==> src/rtl/crsc_params.svh <==
// Timing and field constants for the reset and sleep controller pair.
// Assumes a 250 MHz core clock; included by the package and both ends.
`ifndef CRSC_PARAMS_SVH
`define CRSC_PARAMS_SVH

// ****************************************************************
// Timing and widths
// ****************************************************************
`define CRSC_CLK_MHZ       250
`define CRSC_RST_MIN_US    1000
`define CRSC_RST_MAX_US    10000
`define CRSC_RST_MIN_CYC   (`CRSC_RST_MIN_US * `CRSC_CLK_MHZ)
`define CRSC_RST_MAX_CYC   (`CRSC_RST_MAX_US * `CRSC_CLK_MHZ)
`define CRSC_DROP_CYC      2
`define CRSC_CFG_W         8
`define CRSC_CNT_W         24

`endif

==> src/rtl/crsc_pkg.sv <==
// Types shared by the device and platform ends.
// Assumes crsc_params.svh is on the include path.
`include "crsc_params.svh"
package crsc_pkg;
    // Device power state
    typedef enum logic [2:0] {
        CRSC_OFF,
        CRSC_RESET,
        CRSC_RUN,
        CRSC_GATED,
        CRSC_SLEEP
    } crsc_state_e;
    typedef logic [`CRSC_CFG_W-1:0] crsc_cfg_t;
endpackage

==> src/rtl/crsc_if.sv <==
// Pin bundle between platform logic and the processor control end.
// Assumes one shared core clock; all pins active as named.
`timescale 1ns/1ps
`include "crsc_params.svh"
interface crsc_if;
    logic                      power_ok_in;
    logic                      reset_n;
    logic                      sleep_request_n;
    logic                      stop_clock_request_n;
    logic                      mgmt_interrupt_n;
    logic [`CRSC_CFG_W-1:0]    cfg_pins;
    logic                      bus_out;
    logic                      bus_oe_n;
    modport device (
        input  power_ok_in, reset_n, sleep_request_n,
        input  stop_clock_request_n, mgmt_interrupt_n, cfg_pins,
        output bus_out, bus_oe_n
    );
    modport platform (
        output power_ok_in, reset_n, sleep_request_n,
        output stop_clock_request_n, mgmt_interrupt_n, cfg_pins,
        input  bus_out, bus_oe_n
    );
endinterface

==> src/rtl/crsc_device.sv <==
// Processor end: power-ok qualification, reset, config capture, sleep.
// Assumes platform pins arrive on crsc_if; power-ok and sleep async.
`timescale 1ns/1ps
`include "crsc_params.svh"
module crsc_device
    import crsc_pkg::*;
(
    input  wire logic          core_clk_i,
    input  wire logic          rst_i,
    crsc_if.device             pins,
    input  wire logic          bus_data_i,
    output logic               cache_inval_o,
    output logic               core_clk_en_o,
    output logic               bus_clk_en_o,
    output logic               pll_on_o,
    output logic               snoop_en_o,
    output logic               outputs_tristate_o,
    output crsc_pkg::crsc_cfg_t cfg_o,
    output crsc_pkg::crsc_state_e state_o
);
    import crsc_pkg::*;

    // ************************************************************
    // Elaboration checks
    // ************************************************************
    // Strap type and state encoding must match the shared constants
    if ($bits(crsc_cfg_t) != `CRSC_CFG_W) begin : g_bad_cfg_w
        $error("configuration width differs from CRSC_CFG_W");
    end
    if ($bits(crsc_state_e) < 3) begin : g_bad_state_w
        $error("state encoding too narrow");
    end

    // ************************************************************
    // State
    // ************************************************************
    // Everything this end remembers, except the clock and snoop enables, lives in one registered record
    typedef struct packed {
        logic [1:0]  pok_sync;
        logic [1:0]  slp_sync;
        logic        rst_q;
        crsc_state_e st;
        crsc_cfg_t   cfg;
        logic        trist;
        logic        inval;
        logic        bus_out;
        logic        oe_n;
    } crsc_dev_s;

    crsc_dev_s r;
    crsc_dev_s next_r;
    logic      pok;
    logic      slp_n;
    logic      rst_act;
    logic      next_core_en;
    logic      next_bus_en;
    logic      next_pll_on;
    logic      next_snoop_en;

    // ************************************************************
    // Qualified inputs
    // ************************************************************
    // Only the second stage is read; the first may still be
    // settling from an asynchronous edge
    assign pok     = r.pok_sync[1];
    assign slp_n   = r.slp_sync[1];
    // A low reset pin or a lost power-ok both count as reset,
    // so a supply drop cannot leave the core running alone
    assign rst_act = ~pins.reset_n | ~pok;

    // ************************************************************
    // Next state
    // ************************************************************
    always_comb begin
        next_r          = r;
        next_r.pok_sync = {r.pok_sync[0], pins.power_ok_in};
        next_r.slp_sync = {r.slp_sync[0], pins.sleep_request_n};
        next_r.rst_q    = rst_act;
        next_r.inval    = 1'b0;
        next_r.bus_out  = bus_data_i;
        // Reset dominates any power state
        if (rst_act) begin
            next_r.st      = pok ? CRSC_RESET : CRSC_OFF;
            next_r.inval   = 1'b1;
            next_r.oe_n    = 1'b1;
            next_r.bus_out = 1'b0;
        end else if (r.rst_q) begin
            // Release edge: sample straps and management pin
            next_r.cfg   = pins.cfg_pins;
            next_r.trist = ~pins.mgmt_interrupt_n;
            next_r.st    = CRSC_RUN;
            next_r.oe_n  = ~pins.mgmt_interrupt_n;
        end else begin
            next_r.oe_n = r.trist;
            case (r.st)
                CRSC_RUN: begin
                    if (!pins.stop_clock_request_n) begin
                        next_r.st = CRSC_GATED;
                    end
                end
                CRSC_GATED: begin
                    if (!slp_n) begin
                        next_r.st = CRSC_SLEEP;
                    end else if (pins.stop_clock_request_n) begin
                        next_r.st = CRSC_RUN;
                    end
                end
                CRSC_SLEEP: begin
                    // Only sleep release wakes; stop-clock ignored
                    if (slp_n) begin
                        next_r.st = CRSC_GATED;
                    end
                end
                default: begin
                    next_r.st = CRSC_RESET;
                end
            endcase
        end
    end

    // ************************************************************
    // State register
    // ************************************************************
    always_ff @(posedge core_clk_i or posedge rst_i) begin
        if (rst_i) begin
            r          <= '0;
            r.st       <= CRSC_OFF;
            r.rst_q    <= 1'b1;
            r.inval    <= 1'b1;
            r.oe_n     <= 1'b1;
            r.slp_sync <= 2'h3;
        end else begin
            r <= next_r;
        end
    end

    // ************************************************************
    // Clock and snoop enables
    // ************************************************************
    // Decoded from the next state so the enables change on the
    // same edge as state_o, with no extra cycle of skew
    always_comb begin
        next_core_en  = 1'b0;
        next_bus_en   = 1'b0;
        next_pll_on   = 1'b1;
        next_snoop_en = 1'b0;
        case (next_r.st)
            CRSC_OFF: begin
                next_pll_on = 1'b0;
            end
            CRSC_RESET: begin
                // Held quiet until the release edge
                next_core_en = 1'b0;
            end
            CRSC_RUN: begin
                next_core_en  = 1'b1;
                next_bus_en   = 1'b1;
                next_snoop_en = 1'b1;
            end
            CRSC_GATED: begin
                // Core stopped; bus unit and snooping stay alive
                next_bus_en   = 1'b1;
                next_snoop_en = 1'b1;
            end
            CRSC_SLEEP: begin
                // Only the PLL keeps running; snoops go unseen
                next_snoop_en = 1'b0;
            end
            default: begin
                next_pll_on = 1'b0;
            end
        endcase
    end

    // Output clock enables are registered
    logic core_en_q;
    logic bus_en_q;
    logic pll_q;
    logic snoop_q;
    always_ff @(posedge core_clk_i or posedge rst_i) begin
        if (rst_i) begin
            core_en_q <= 1'b0;
            bus_en_q  <= 1'b0;
            pll_q     <= 1'b0;
            snoop_q   <= 1'b0;
        end else begin
            core_en_q <= next_core_en;
            bus_en_q  <= next_bus_en;
            pll_q     <= next_pll_on;
            snoop_q   <= next_snoop_en;
        end
    end

    // ************************************************************
    // Outputs
    // ************************************************************
    // Every output is a register read straight out
    assign core_clk_en_o      = core_en_q;
    assign bus_clk_en_o       = bus_en_q;
    assign pll_on_o           = pll_q;
    assign snoop_en_o         = snoop_q;
    assign cache_inval_o      = r.inval;
    assign outputs_tristate_o = r.trist;
    assign cfg_o              = r.cfg;
    assign state_o            = r.st;
    assign pins.bus_out       = r.bus_out;
    assign pins.bus_oe_n      = r.oe_n;
endmodule

==> src/flat_wrapper.sv <==
// flat-port wrapper written by rule: the top's interface ports become plain ports
module crsc_device_flat import crsc_pkg::*;
  (core_clk_i, rst_i, bus_data_i, cache_inval_o, core_clk_en_o, bus_clk_en_o, pll_on_o, snoop_en_o, outputs_tristate_o, cfg_o, state_o, pins_power_ok_in, pins_reset_n, pins_sleep_request_n, pins_stop_clock_request_n, pins_mgmt_interrupt_n, pins_cfg_pins, pins_bus_out, pins_bus_oe_n);
  crsc_if pins_i ();
  input  wire logic core_clk_i;
  input  wire logic rst_i;
  input  wire logic bus_data_i;
  output logic cache_inval_o;
  output logic core_clk_en_o;
  output logic bus_clk_en_o;
  output logic pll_on_o;
  output logic snoop_en_o;
  output logic outputs_tristate_o;
  output crsc_pkg::crsc_cfg_t cfg_o;
  output crsc_pkg::crsc_state_e state_o;
  input wire logic [$bits(pins_i.power_ok_in)-1:0] pins_power_ok_in;
  input wire logic [$bits(pins_i.reset_n)-1:0] pins_reset_n;
  input wire logic [$bits(pins_i.sleep_request_n)-1:0] pins_sleep_request_n;
  input wire logic [$bits(pins_i.stop_clock_request_n)-1:0] pins_stop_clock_request_n;
  input wire logic [$bits(pins_i.mgmt_interrupt_n)-1:0] pins_mgmt_interrupt_n;
  input wire logic [$bits(pins_i.cfg_pins)-1:0] pins_cfg_pins;
  output wire logic [$bits(pins_i.bus_out)-1:0] pins_bus_out;
  output wire logic [$bits(pins_i.bus_oe_n)-1:0] pins_bus_oe_n;
  assign pins_i.power_ok_in = pins_power_ok_in;
  assign pins_i.reset_n = pins_reset_n;
  assign pins_i.sleep_request_n = pins_sleep_request_n;
  assign pins_i.stop_clock_request_n = pins_stop_clock_request_n;
  assign pins_i.mgmt_interrupt_n = pins_mgmt_interrupt_n;
  assign pins_i.cfg_pins = pins_cfg_pins;
  assign pins_bus_out = pins_i.bus_out;
  assign pins_bus_oe_n = pins_i.bus_oe_n;
  crsc_device u_core (.core_clk_i(core_clk_i), .rst_i(rst_i), .pins(pins_i), .bus_data_i(bus_data_i), .cache_inval_o(cache_inval_o), .core_clk_en_o(core_clk_en_o), .bus_clk_en_o(bus_clk_en_o), .pll_on_o(pll_on_o), .snoop_en_o(snoop_en_o), .outputs_tristate_o(outputs_tristate_o), .cfg_o(cfg_o), .state_o(state_o));
endmodule
==> config.mk <==
export PLATFORM = sky130hd
export DESIGN_NAME = crsc_device_flat
export DESIGN_NICKNAME = d
export VERILOG_FILES = /design/src/rtl/crsc_pkg.sv /design/src/rtl/crsc_if.sv /design/src/rtl/crsc_device.sv /design/src/flat_wrapper.sv
export VERILOG_INCLUDE_DIRS = /design/src /design/src/rtl
export SDC_FILE = /design/constraint.sdc
export NUM_CORES = 1
export LEC_CHECK = 0
export BUFFER_PORTS_ARGS = -buffer_cell sky130_fd_sc_hd__buf_2
export CAP_MARGIN = 20
export CORE_MARGIN = 2
export CORE_UTILIZATION = 30
export DETAILED_ROUTE_END_ITERATION = 6
export PLACE_DENSITY = 0.54
export SYNTH_ARGS = -nofsm -noshare
export SYNTH_HDL_FRONTEND = slang
export SYNTH_SLANG_ARGS = --single-unit
==> constraint.sdc <==
create_clock -name core_clk_i -period 1.65 [get_ports core_clk_i]
set_clock_uncertainty 0.1 [all_clocks]
set_input_delay 0.2475 -clock core_clk_i [delete_from_list [all_inputs] [get_ports core_clk_i]]
set_output_delay 0.2475 -clock core_clk_i [all_outputs]
set_load 0.05 [all_outputs]
==> impl_metrics.ini <==
[hold_path]
hp-class = input port to flip-flop
hp-start = pins_mgmt_interrupt_n
hold_end = u_core.outputs_tristate_o$_DFFE_PP0P_
hold_depth = 2

[die]
rows = 19
die_w_um = 58.84
die_h_um = 58.84
ios = 35
die_area_um2 = 3462
start_util_pct = 32.16
core_um2 = 2805

[status]
failed_checks = DRC
status = complete, but fails checks

[detailed_routing]
dr.pass1.iters = 6
wl_met1_um = 570
drtAntennaViolNets = 0
highest_layer = met4
drtIter0Drc = 7
drc_errors = 3
avgViaCountPerCell = 4.422
wl_met3_um = 91
wl_per_cell_um = 11.21
wl_met2_um = 762
routed_wl_um = 1435
num_vias = 566

[timing]
maxSlewViolCount = 0
rsz0062_at_grt = no
setup_viol = 0
tightest_slew_ns = 0.2660
tns_ns = 0
min_period_ns = 1.555
fmax_ghz = 0.6432
finalHoldViolations = 0
maxSlewHeadroom_pct = 82.08
finalCritPeriodShare_pct = 94.23

[cts]
clk-insertion-delay-late_ns = 0.29
clockRootBuffer = clkbuf_4
clkTransAtPathRegs_ns = 0.12
cts_buffers = 3
cts_sinks = 22
post_cts_buffers = 0
clock_path_buffers = 2
h-tree-depth = 1
cts_tree = built

[grt]
grt_max_degree = 23
grt_pass1_vias = 546
grt_pass1_wl_um = 2332
antenna_found_initial = 0
grt_overflow = 0
grt_usage_pct = 8.990

[yosys]
synthesis.nets = 84
ys.flop_type = dfrtp_1
yosys.area.top_type = dfrtp_1
yosysMostFrequentCell = dfrtp_1
netlist_area_um2 = 902.1
synth.distinct_cells = 21
synth_top_area_share_pct = 49.93
synth_seq_cells = 22
syn_inst = 68
async_flop_share_pct = 100.0
ys_warn_count = 0
synth_commonest_cells = 18 x dfrtp_1, 12 x buf_4, 8 x mux2_2, 4 x dfstp_2
ys_seq_area_share_pct = 61.58
synth_edf_count = 0
synth_area_per_cell_um2 = 13.27
ys_top_cells_by_area = dfrtp_1 50%, dfstp_2 12%, buf_4 10%, mux2_2 10%, nor2b_1 2.1%

[worst_setup_path]
rr_endpoint = u_core.state_o[0]$_DFF_PP0_
r2r_cells = 3
cp_max_fo = 7
slowest_stage = dfstp_2
worstSetupStartpointType = flip-flop
crit_required_ns = 1.30
arrival_ns = 1.21
cp_top_family = flip-flops
crit_chain = buf_2
max_stage_delay_ns = 0.62
cp.buffers_inverters = 1
reg2reg_from = u_core.state_o[0]$_DFF_PP0_
crit_type = flip-flop to output port
regToRegSetupSlack_ns = 0.35
endpoint_kind = output port

[placement]
hpwl_um = 1097
portBuffers = 34
place.gp.congestion = 0.7651

[power]
powerDensity_nw_per_um2 = 1115
power.leakage_uw = 0.0005370
ir_worst_vdd_v = 0.0004269

[job]
maxCapViolations = 0

[cells_and_area]
fill_cells = 287
synthToLayoutAreaGrowth_pct = 19.83
num_antenna_cells = 0
fin_util_pct = 38.54
fin_nets = 114
drive_above_1_share_pct = 55.67
-- cells in the final DEF, fill, tap and decap left out, drive strengths merged --
cell type / n
buf: 35
dfrtp: 18
mux2: 8
dfstp: 4
clkbuf: 4
nand2: 3
nor2b: 3
o21ai: 3
dlygate4sd3: 3
a21oi: 2
nor2: 2
inv: 2
nand3: 2
nor3b: 1
nor4: 1
nand2b: 1
and2b: 1
a221oi: 1
a31o: 1
and3: 1
a211oi: 1
-- how the worst max path moves through the flow --
stage | start | endpoint | slack [ns] | cells after the start
2_1_floorplan | u_core.cache_inval_o$_DFF_PP1_ | u_core.cfg_o[0]$_DFFE_PP0P_ | 0.23 | 2
3_3_place_gp | u_core.state_o[0]$_DFF_PP0_ | u_core.state_o[0]$_DFF_PP0_ | 0.37 | 3
3_5_place_dp | u_core.cache_inval_o$_DFF_PP1_ | u_core.cfg_o[0]$_DFFE_PP0P_ | 0.35 | 2
4_1_cts | u_core.cache_inval_o$_DFF_PP1_ | cache_inval_o | 0.07 | 1
5_1_grt | u_core.cache_inval_o$_DFF_PP1_ | cache_inval_o | 0.05 | 1
6_report | u_core.cache_inval_o$_DFF_PP1_ | cache_inval_o | 0.1 | 1
-- kinds of logic (layout without fill, tap and decap cells) --
family	Yosys count	after routing	synth area share (%)
flops	22	22	61.58
buf+inv	15	44	11.23
compound gates	8	8	6.241
mux	8	8	9.987
simple gates	15	15	10.96
-- worst reg2reg max path: stages, from the launching register on --
cell and delay [ns]:
dfrtp_1 0.44, nor3b_2 0.29, a21oi_1 0.13, a31o_2 0.24
-- per-stage QoR --
stage                     area [um^2]  std cells  setup slack, ns  hold slack, ns  total power (uW)
after global placement           1025        121           0.3724          0.1890             969.5
after detailed placement         1025        121           0.3528          0.1951             974.0
after floorplan                 902.1         68           0.2317          0.1338             945.0
after global routing             1081        128          0.04755         0.04978              1271
final                            1081        128          0.09524         0.05071              1206
after CTS                        1081        128          0.07429         0.04443              1227
-- cell type report --
| type | instances | area (um^2) | share of cell area (%) |
|---|---|---|---|
| flip-flops and latches | 22 | 555.5 | 51.39 |
| multi-input cells | 31 | 245.2 | 22.69 |
| repair buffers | 38 | 207.7 | 19.21 |
| well taps | 31 | 38.79 | 3.588 |
| clock buffers | 4 | 26.28 | 2.431 |
| inverters | 2 | 7.507 | 0.6944 |
-- repair_timing --
action,CTS,global route
resized for setup,0,0
hold buffers,3,0
hold endpoints to repair,20,0
-- sequential cells by signal, summed over array words and instances (netlist names) --
| register | flops |
|---|---|
| u_core.bus_clk_en_o | 1 |
| u_core.cache_inval_o | 1 |
| u_core.cfg_o | 8 |
| u_core.core_clk_en_o | 1 |
| u_core.next_r | 2 |
| u_core.outputs_tristate_o | 1 |
| u_core.pins.bus_oe_n | 1 |
| u_core.pins.bus_out | 1 |
| u_core.pll_on_o | 1 |
| u_core.pok | 1 |
| u_core.r | 1 |
| u_core.state_o | 3 |
-- per-layer routing --
metal / track usage, % / vias to the layer above
li1: - / 273
met1: 10.38 / 273
met2: 14.76 / 18
met3: 2.198 / 2
met4: 5.844 / 0
met5: 0 / -
-- power by group --
| group | switching [uW] | internal (uW) |
|---|---|---|
| logic | 242 | 93.6 |
| registers | 32.1 | 597 |
| clock network | 147 | 94.1 |
Power figures use the tool's default switching activity.
